$ cat src/logic/flb_pkg.sv
// Functional notes
// - host loads one password portion per command
// - host uses write-enable-controlled guard writes
// - host exits every entered set with exit command
// - host enters a set before protection work
package flb_pkg;

  // ----------------------------------------------------------------------------
  // timing
  // ----------------------------------------------------------------------------
  localparam int CLK_MHZ     = 100;
  localparam int SYNC_STAGES = 2;
  localparam int T_WE_NS     = 50;
  localparam int T_RD_NS     = 80;
  localparam int T_REC_NS    = 30;
  localparam int WE_CYC      = (T_WE_NS * CLK_MHZ + 999) / 1000;
  // read strobe also covers the two-flop input synchroniser
  localparam int RD_CYC      = (T_RD_NS * CLK_MHZ + 999) / 1000 + SYNC_STAGES;
  localparam int REC_CYC     = (T_REC_NS * CLK_MHZ + 999) / 1000;

  // ----------------------------------------------------------------------------
  // register map
  // ----------------------------------------------------------------------------
  localparam logic [7:0] REG_CTRL   = 8'h00;
  localparam logic [7:0] REG_ADDR   = 8'h04;
  localparam logic [7:0] REG_WDATA  = 8'h08;
  localparam logic [7:0] REG_STATUS = 8'h0C;
  localparam logic [7:0] REG_RDATA  = 8'h10;
  localparam int CTRL_OP_LSB   = 0;
  localparam int CTRL_GO_BIT   = 4;
  localparam int STAT_BUSY_BIT = 0;
  localparam int STAT_DONE_BIT = 1;
  localparam int STAT_ERR_BIT  = 2;
  localparam int STAT_SET_BIT  = 3;

  // ----------------------------------------------------------------------------
  // flash command words
  // ----------------------------------------------------------------------------
  localparam logic [22:0] UNLOCK_A1 = 23'h000555;
  localparam logic [22:0] UNLOCK_A2 = 23'h0002AA;
  localparam logic [22:0] ANY_ADDR  = 23'h000000;
  localparam logic [15:0] UNLOCK_D1 = 16'h00AA;
  localparam logic [15:0] UNLOCK_D2 = 16'h0055;
  localparam logic [15:0] SET_LOCK  = 16'h0040;
  localparam logic [15:0] SET_PWD   = 16'h0060;
  localparam logic [15:0] SET_NV    = 16'h00C0;
  localparam logic [15:0] SET_FRZ   = 16'h0050;
  localparam logic [15:0] SET_VOL   = 16'h00E0;
  localparam logic [15:0] PROG_CMD  = 16'h00A0;
  localparam logic [15:0] CLR_CMD1  = 16'h0080;
  localparam logic [15:0] CLR_CMD2  = 16'h0030;
  localparam logic [15:0] EXIT_CMD1 = 16'h0090;
  localparam logic [15:0] EXIT_CMD2 = 16'h0000;

  // ----------------------------------------------------------------------------
  // types
  // ----------------------------------------------------------------------------
  typedef enum logic [3:0] {
    OP_ENTER_LOCK = 4'h0,
    OP_ENTER_PWD  = 4'h1,
    OP_ENTER_NV   = 4'h2,
    OP_ENTER_FRZ  = 4'h3,
    OP_ENTER_VOL  = 4'h4,
    OP_PROGRAM    = 4'h5,
    OP_READ       = 4'h6,
    OP_CLEAR_ALL  = 4'h7,
    OP_EXIT       = 4'h8
  } flb_op_t;

  typedef struct packed {
    logic [22:0] addr;
    logic [15:0] dq;
    logic        dqOe;
    logic        ceN;
    logic        oeN;
    logic        weN;
  } flb_pins_t;

  typedef struct packed {
    logic        isRead;
    logic [22:0] addr;
    logic [15:0] data;
  } flb_step_t;

endpackage

$ cat src/logic/flb_bus_cycle.sv
`timescale 1ns/1ps
module flb_bus_cycle #(
  parameter int WE_CYC  = flb_pkg::WE_CYC,
  parameter int RD_CYC  = flb_pkg::RD_CYC,
  parameter int REC_CYC = flb_pkg::REC_CYC
) (
  // clock and reset
  input  wire logic              ref_clk,
  input  wire logic              nrst,
  input  wire logic              clkEn,
  // request
  input  wire logic              start,
  input  wire flb_pkg::flb_step_t step,
  output logic                   done,
  output logic [15:0]            rdWord,
  // flash pins
  output flb_pkg::flb_pins_t     pins,
  input  wire logic [15:0]       dqIn
);

  // ----------------------------------------------------------------------------
  // one asynchronous bus cycle
  // ----------------------------------------------------------------------------
  typedef enum logic [2:0] {C_IDLE, C_SETUP, C_STROBE, C_HOLD, C_REC} flb_cyc_t;

  flb_cyc_t           st_r, st_nxt;
  logic [7:0]         cnt_r, cnt_nxt;
  flb_pkg::flb_step_t step_r, step_nxt;
  flb_pkg::flb_pins_t pins_r, pins_nxt;
  logic [15:0]        rd_r, rd_nxt, sync1_r, sync2_r;
  logic               done_r, done_nxt;

  always_comb begin
    st_nxt   = st_r;
    cnt_nxt  = cnt_r;
    step_nxt = step_r;
    rd_nxt   = rd_r;
    done_nxt = 1'b0;
    unique case (st_r)
      C_IDLE: if (start) begin
        step_nxt = step;
        st_nxt   = C_SETUP;
      end
      C_SETUP: begin
        st_nxt  = C_STROBE;
        cnt_nxt = step_r.isRead ? 8'(RD_CYC - 1) : 8'(WE_CYC - 1);
      end
      C_STROBE: if (cnt_r == 8'h00) begin
        if (step_r.isRead) rd_nxt = sync2_r;
        st_nxt = C_HOLD;
      end else begin
        cnt_nxt = cnt_r - 8'h01;
      end
      C_HOLD: begin
        st_nxt  = C_REC;
        cnt_nxt = 8'(REC_CYC - 1);
      end
      C_REC: if (cnt_r == 8'h00) begin
        st_nxt   = C_IDLE;
        done_nxt = 1'b1;
      end else begin
        cnt_nxt = cnt_r - 8'h01;
      end
    endcase
    // chip enable wraps the strobe on both sides, so writes are write-enable timed
    pins_nxt.addr = step_nxt.addr;
    pins_nxt.dq   = step_nxt.data;
    pins_nxt.ceN  = !(st_nxt == C_SETUP || st_nxt == C_STROBE || st_nxt == C_HOLD);
    pins_nxt.weN  = !(st_nxt == C_STROBE && !step_nxt.isRead);
    pins_nxt.oeN  = !(st_nxt == C_STROBE && step_nxt.isRead);
    pins_nxt.dqOe = !pins_nxt.ceN && !step_nxt.isRead;
  end

  always_ff @(posedge ref_clk or negedge nrst) begin
    if (!nrst) begin
      st_r    <= C_IDLE;
      cnt_r   <= 8'h00;
      step_r  <= '0;
      pins_r  <= '{addr: 23'h000000, dq: 16'h0000, dqOe: 1'b0, ceN: 1'b1, oeN: 1'b1, weN: 1'b1};
      rd_r    <= 16'h0000;
      done_r  <= 1'b0;
      sync1_r <= 16'h0000;
      sync2_r <= 16'h0000;
    end else if (clkEn) begin
      st_r    <= st_nxt;
      cnt_r   <= cnt_nxt;
      step_r  <= step_nxt;
      pins_r  <= pins_nxt;
      rd_r    <= rd_nxt;
      done_r  <= done_nxt;
      sync1_r <= dqIn;
      sync2_r <= sync1_r;
    end
  end

  assign pins   = pins_r;
  assign rdWord = rd_r;
  assign done   = done_r;
endmodule

$ cat src/logic/flb_host_ctrl.sv
`timescale 1ns/1ps
module flb_host_ctrl (
  // clock and reset
  input  wire logic               ref_clk,
  input  wire logic               nrst,
  input  wire logic               clkEn,
  // apb slave
  input  wire logic [7:0]         paddr,
  input  wire logic               psel,
  input  wire logic               penable,
  input  wire logic               pwrite,
  input  wire logic [31:0]        pwdata,
  output logic [31:0]             prdata,
  output logic                    pready,
  output logic                    pslverr,
  // flash pins
  output flb_pkg::flb_pins_t      flashPins,
  input  wire logic [15:0]        flashDqIn
);

  // ----------------------------------------------------------------------------
  // sequences
  // ----------------------------------------------------------------------------
  function automatic logic [1:0] lastIdx(input flb_pkg::flb_op_t op);
    unique case (op)
      flb_pkg::OP_READ:                         lastIdx = 2'd0;
      flb_pkg::OP_PROGRAM, flb_pkg::OP_CLEAR_ALL,
      flb_pkg::OP_EXIT:                         lastIdx = 2'd1;
      default:                                  lastIdx = 2'd2;
    endcase
  endfunction

  function automatic logic isEnter(input flb_pkg::flb_op_t op);
    isEnter = op inside {flb_pkg::OP_ENTER_LOCK, flb_pkg::OP_ENTER_PWD, flb_pkg::OP_ENTER_NV,
                         flb_pkg::OP_ENTER_FRZ, flb_pkg::OP_ENTER_VOL};
  endfunction

  // upper address and data are zero in every unlock and command word
  function automatic flb_pkg::flb_step_t stepOf(input flb_pkg::flb_op_t op, input logic [1:0] idx,
                                                input logic [22:0] ad, input logic [15:0] dat);
    logic [15:0] code;
    code = flb_pkg::SET_VOL;
    unique case (op)
      flb_pkg::OP_ENTER_LOCK: code = flb_pkg::SET_LOCK;
      flb_pkg::OP_ENTER_PWD:  code = flb_pkg::SET_PWD;
      flb_pkg::OP_ENTER_NV:   code = flb_pkg::SET_NV;
      flb_pkg::OP_ENTER_FRZ:  code = flb_pkg::SET_FRZ;
      default:                code = flb_pkg::SET_VOL;
    endcase
    unique case (op)
      flb_pkg::OP_PROGRAM:   stepOf = (idx == 2'd0) ? '{1'b0, flb_pkg::ANY_ADDR, flb_pkg::PROG_CMD}
                                                    : '{1'b0, ad, dat};
      flb_pkg::OP_READ:      stepOf = '{1'b1, ad, 16'h0000};
      flb_pkg::OP_CLEAR_ALL: stepOf = (idx == 2'd0) ? '{1'b0, flb_pkg::ANY_ADDR, flb_pkg::CLR_CMD1}
                                                    : '{1'b0, flb_pkg::ANY_ADDR, flb_pkg::CLR_CMD2};
      flb_pkg::OP_EXIT:      stepOf = (idx == 2'd0) ? '{1'b0, flb_pkg::ANY_ADDR, flb_pkg::EXIT_CMD1}
                                                    : '{1'b0, flb_pkg::ANY_ADDR, flb_pkg::EXIT_CMD2};
      default: begin
        unique case (idx)
          2'd0:    stepOf = '{1'b0, flb_pkg::UNLOCK_A1, flb_pkg::UNLOCK_D1};
          2'd1:    stepOf = '{1'b0, flb_pkg::UNLOCK_A2, flb_pkg::UNLOCK_D2};
          default: stepOf = '{1'b0, flb_pkg::UNLOCK_A1, code};
        endcase
      end
    endcase
  endfunction

  // ----------------------------------------------------------------------------
  // apb decode
  // ----------------------------------------------------------------------------
  typedef enum logic [1:0] {S_IDLE, S_ISSUE, S_WAIT} flb_state_t;

  flb_state_t       st_r, st_nxt;
  flb_pkg::flb_op_t op_r, op_nxt;
  logic [1:0]       idx_r, idx_nxt;
  logic [22:0]      addr_r, addr_nxt;
  logic [15:0]      wdata_r, wdata_nxt, rdata_r, rdata_nxt;
  logic             done_r, done_nxt, err_r, err_nxt, inSet_r, inSet_nxt;
  logic             wrEn, hit, goReq, statClrDone, statClrErr, cycDone, finish;
  logic [15:0]      cycRd;
  flb_pkg::flb_op_t reqOp;
  flb_pkg::flb_step_t curStep;

  // zero wait states; a frozen block stalls the bus instead of dropping writes
  assign pready  = clkEn;
  assign wrEn    = psel && penable && pwrite && clkEn;
  assign hit     = paddr inside {flb_pkg::REG_CTRL, flb_pkg::REG_ADDR, flb_pkg::REG_WDATA,
                                 flb_pkg::REG_STATUS, flb_pkg::REG_RDATA};
  assign pslverr = psel && penable && !hit;
  assign reqOp   = flb_pkg::flb_op_t'(pwdata[flb_pkg::CTRL_OP_LSB +: 4]);
  assign goReq   = wrEn && paddr == flb_pkg::REG_CTRL && pwdata[flb_pkg::CTRL_GO_BIT];
  assign statClrDone = wrEn && paddr == flb_pkg::REG_STATUS && pwdata[flb_pkg::STAT_DONE_BIT];
  assign statClrErr  = wrEn && paddr == flb_pkg::REG_STATUS && pwdata[flb_pkg::STAT_ERR_BIT];
  assign finish  = st_r == S_WAIT && cycDone && idx_r == lastIdx(op_r);
  // the bus step in flight, named once so its fields can be selected
  assign curStep = stepOf(op_r, idx_r, addr_r, wdata_r);

  always_comb begin
    prdata = 32'h00000000;
    unique case (paddr)
      flb_pkg::REG_CTRL:   prdata = {28'h0000000, op_r};
      flb_pkg::REG_ADDR:   prdata = {9'h000, addr_r};
      flb_pkg::REG_WDATA:  prdata = {16'h0000, wdata_r};
      flb_pkg::REG_STATUS: prdata = {28'h0000000, inSet_r, err_r, done_r, st_r != S_IDLE};
      flb_pkg::REG_RDATA:  prdata = {16'h0000, rdata_r};
      default:             prdata = 32'h00000000;
    endcase
  end

  // ----------------------------------------------------------------------------
  // sequencer
  // ----------------------------------------------------------------------------
  always_comb begin
    st_nxt    = st_r;
    op_nxt    = op_r;
    idx_nxt   = idx_r;
    addr_nxt  = addr_r;
    wdata_nxt = wdata_r;
    rdata_nxt = rdata_r;
    done_nxt  = done_r && !statClrDone;
    err_nxt   = err_r && !statClrErr;
    inSet_nxt = inSet_r;
    if (st_r == S_IDLE && wrEn && paddr == flb_pkg::REG_ADDR) addr_nxt = pwdata[22:0];
    if (st_r == S_IDLE && wrEn && paddr == flb_pkg::REG_WDATA) wdata_nxt = pwdata[15:0];
    unique case (st_r)
      S_IDLE: if (goReq) begin
        // work only inside a set, and a new set only after the exit
        if (isEnter(reqOp) == inSet_r || reqOp > flb_pkg::OP_EXIT) begin
          err_nxt = 1'b1;
        end else begin
          op_nxt  = reqOp;
          idx_nxt = 2'd0;
          st_nxt  = S_ISSUE;
        end
      end
      S_ISSUE: st_nxt = S_WAIT;
      S_WAIT: if (cycDone) begin
        if (curStep.isRead) rdata_nxt = cycRd;
        if (finish) begin
          st_nxt   = S_IDLE;
          done_nxt = 1'b1;
          if (isEnter(op_r)) inSet_nxt = 1'b1;
          if (op_r == flb_pkg::OP_EXIT) inSet_nxt = 1'b0;
        end else begin
          idx_nxt = idx_r + 2'd1;
          st_nxt  = S_ISSUE;
        end
      end
      default: st_nxt = S_IDLE;
    endcase
  end

  always_ff @(posedge ref_clk or negedge nrst) begin
    if (!nrst) begin
      st_r    <= S_IDLE;
      op_r    <= flb_pkg::OP_ENTER_LOCK;
      idx_r   <= 2'd0;
      addr_r  <= 23'h000000;
      wdata_r <= 16'h0000;
      rdata_r <= 16'h0000;
      done_r  <= 1'b0;
      err_r   <= 1'b0;
      inSet_r <= 1'b0;
    end else if (clkEn) begin
      st_r    <= st_nxt;
      op_r    <= op_nxt;
      idx_r   <= idx_nxt;
      addr_r  <= addr_nxt;
      wdata_r <= wdata_nxt;
      rdata_r <= rdata_nxt;
      done_r  <= done_nxt;
      err_r   <= err_nxt;
      inSet_r <= inSet_nxt;
    end
  end

  flb_bus_cycle u_cycle (
    .ref_clk (ref_clk),
    .nrst    (nrst),
    .clkEn   (clkEn),
    .start   (st_r == S_ISSUE),
    .step    (curStep),
    .done    (cycDone),
    .rdWord  (cycRd),
    .pins    (flashPins),
    .dqIn    (flashDqIn)
  );
endmodule

$ cat config.mk
export PLATFORM = sky130hd
export DESIGN_NAME = flb_host_ctrl
export DESIGN_NICKNAME = d
export VERILOG_FILES = /design/src/logic/flb_pkg.sv /design/src/logic/flb_bus_cycle.sv /design/src/logic/flb_host_ctrl.sv
export SDC_FILE = /design/constraint.sdc
export NUM_CORES = 1
export LEC_CHECK = 0
export BUFFER_PORTS_ARGS = -buffer_cell sky130_fd_sc_hd__buf_2
export CORE_MARGIN = 2
export CORE_UTILIZATION = 41
export CTS_CLUSTER_SIZE = 24
export DETAILED_ROUTE_END_ITERATION = 10
export GPL_ROUTABILITY_DRIVEN = 0
export GPL_TIMING_DRIVEN = 0
export MAX_ROUTING_LAYER = met4
export PLACE_DENSITY = 0.66
export RECOVER_POWER = 100
export SLEW_MARGIN = 20
export SYNTH_ARGS = -nofsm -noshare
export SYNTH_HDL_FRONTEND = slang
export SYNTH_SLANG_ARGS = --single-unit
export TNS_END_PERCENT = 30
$ cat constraint.sdc
create_clock -name ref_clk -period 2.4 [get_ports ref_clk]
set_clock_uncertainty 0.1 [all_clocks]
set_input_delay 0 -clock ref_clk [delete_from_list [all_inputs] [get_ports ref_clk]]
set_output_delay 0 -clock ref_clk [all_outputs]
set_load 0.05 [all_outputs]
==> impl_metrics.env <==
export IMPL_final_cell_mix="dfrtp_1, mux2_2, buf_2, nand2_1, clkbuf_1"
export IMPL_cts_sinks=170
export IMPL_drv_slew=0
export IMPL_first_pass_iters=5
export IMPL_reg2reg_to="u_cycle.rdWord[13]"
export IMPL_endpoint_kind="register"
export IMPL_fin_crit_sh_pct=98.32
export IMPL_die_w_um=146.4
export IMPL_worstPathRequired_ps=2610
export IMPL_via_per_inst=5.054
export IMPL_crit_arrival_ps=2570
export IMPL_root_buffer="clkbuf_16"
export IMPL_min_delay_start="paddr[0]"
export IMPL_fillers=1875
export IMPL_io_pins=139
export IMPL_synth_seq_cells=170
export IMPL_outcome="finished, final reports clean"
export IMPL_track_usage_pct=19.36
export IMPL_max_freq_mhz=423.8
export IMPL_drv_cap=0
export IMPL_power_total_mw=8.752
export IMPL_wirelength_um=19390
export IMPL_fin_crit_ps=2360
export IMPL_layout_nets=991
export IMPL_fin_setup_tns_ps=0
export IMPL_ys_warn_count=0
export IMPL_r2r_slack_ps=40
export IMPL_dieArea_um2=21440
export IMPL_area_growth_syn_to_layout_pct=22.57
export IMPL_crit_fanout=10
export IMPL_setup_viol=0
export IMPL_async_flop_share_pct=100.0
export IMPL_clock_latency_ps=430
export IMPL_r2r_cells=8
export IMPL_final_layout_size_suffix_gt1_share_pct=31.73
export IMPL_slew_headroom_pct=18.78
export IMPL_yosys_cell_types_count=74
export IMPL_cts_tree="done"
export IMPL_dpl_cell_area_um2=9308
export IMPL_n_antenna_cell=0
export IMPL_vdd_drop_max_uv=526.1
export IMPL_rsz0062_at_grt="true"
export IMPL_power_density_nw_per_um2=858.6
export IMPL_grt_pass1_wl_um=31870
export IMPL_yosysSeqAreaShare_pct=51.20
export IMPL_postRouteAntennaNets=0
export IMPL_final_common_cell="dfrtp_1"
export IMPL_numCtsBuffers=17
export IMPL_avgSynthCellArea_um2=11.22
export IMPL_design_core_area_um2=20040
export IMPL_criticalPathCategory="register to register"
export IMPL_hp_class="input pin to register"
export IMPL_holdWs_ps=94.59
export IMPL_htree_levels=4
export IMPL_tightest_slew_ps=1218
export IMPL_grt_antenna_before_repair=0
export IMPL_rows=52
export IMPL_stdcell_area_um2=10190
export IMPL_regArea_um2=4260
export IMPL_grt_max_degree=91
export IMPL_cts_buffer_depth=2
export IMPL_drt_first_iter_violations=500
export IMPL_path_clk_slew_ps=60
export IMPL_grt_pass1_vias=6000
export IMPL_min_delay_path_depth=5
export IMPL_synthFlopType="dfrtp_1"
export IMPL_route_detailed_drc=0
export IMPL_multi_input_area_um2=3410
export IMPL_start_util_pct=41.50
export IMPL_port_buffers=117
export IMPL_cp_start_kind="register"
export IMPL_final_util_pct=50.87
export IMPL_hold_end="op_r[0]"
export IMPL_die_y_um=146.4
export IMPL_syn_area_um2=8317
export IMPL_vias=6095
export IMPL_rr_startpoint="u_cycle.cnt_r[0]"
export IMPL_synthCells=741
export IMPL_grt_overflow_total=0
export IMPL_synth_edf_count=0
export IMPL_post_drt_wl_per_cell_um=16.08
export IMPL_final_hold_viol_count=0
export IMPL_leakage_nw=4.865
export IMPL_postCtsSetupBuffers=0
export IMPL_hpwl_um=13970
[routing by layer]
layer  up-vias  routed length (um)  GRT usage, %
met2       164                8900         29.43
met3        16                 795         4.000
li1       2959                   -             -
met1      2956                9471         26.41
met5         -                   0             -
met4         0                 223         5.631
[kinds of logic after synthesis]
kind of cell               Yosys count  share of synthesized area, %
DFF                                170                         51.20
and+or+nand+nor                    167                         10.83
AOI/OAI and AO/OA                  157                         12.28
muxes                              118                         16.28
buffers and inverters              118                         8.094
adders and majority gates            5                        0.7522
xor gates and xnor gates             5                        0.5265
other                                1                       0.04509
[area by class of cell]
| cell class | count | share of cell area, % |
|---|---|---|
| plain buffers | 90 | 5.438 |
| repair buffers | 159 | 9.390 |
| flip-flops and latches | 170 | 41.79 |
| clock inverters | 12 | 1.350 |
| clock buffers | 19 | 4.345 |
| inverters | 25 | 0.9206 |
| well taps | 270 | 3.314 |
| multi-input cells | 461 | 33.45 |
[power by group]
group / total (mW) / switching [mW] / internal, mW
Combinational: 2.42 / 1.50 / 0.919
Sequential: 3.59 / 0.303 / 3.29
Clock: 2.74 / 1.17 / 1.57
[worst max-delay path by stage]
| stage | startpoint | endpoint | slack, ps |
|---|---|---|---|
| global route | u_cycle.cnt_r[0] | u_cycle.rdWord[13] | -80 |
| finish | u_cycle.cnt_r[0] | u_cycle.rdWord[13] | 40 |
| global placement | nrst | u_cycle.sync1_r[11] | -1460 |
| detailed placement | idx_r[1] | u_cycle.step_r[31] | -280 |
| floorplan | paddr[3] | prdata[0] | 190 |
| CTS | paddr[1] | prdata[6] | 10 |
[through the flow]
stage                     setup slack (ps)  std cells
after global placement               -1456       1136
after CTS                            10.63       1208
final                                40.29       1206
after floorplan                      188.0        749
after global routing                -80.08       1206
after detailed placement            -282.4       1137
[registers in the layout (all words and copies together), names as in the netlist]
signal           count
u_cycle.pins         4
st_r                 2
u_cycle.sync2_r     16
inSet_r              1
addr_r              23
done_r               1
u_cycle.step_r      40
wdata_r             16
u_cycle.sync1_r     16
u_cycle.done         1
u_cycle.st_r         3
err_r                1
idx_r                2
op_r                 4
rdata_r             16
u_cycle.cnt_r        8
u_cycle.rdWord      16
[synthesized netlist by cell type, types with 11 or more instances]
master	number	share of area, %
mux2_2	96	13
dfrtp_1	167	50
nor2_1	31	1.4
a22o_1	11	1.2
nand2_1	66	3.0
buf_4	50	4.5
clkbuf_1	24	1.1
a222oi_1	12	1.4
o21ai_0	46	2.8
inv_1	24	1.1
a21oi_1	42	2.5
[worst max-delay path, stage by stage, from the launching register on]
cell     delay [ps]
dfrtp_2         460
inv_1            80
ha_1            200
or3b_1          360
buf_2           190
nor2_8          180
nand4_4         170
buf_6           210
mux2_4          300
[what timing repair did]
action	4_1_cts	5_1_grt
hold buffers	41	0
setup endpoints to repair	35	52
resized for setup	4	11
endpoints found under the hold margin	157	0
pin swaps	0	1
Power figures use the tool's default switching activity.
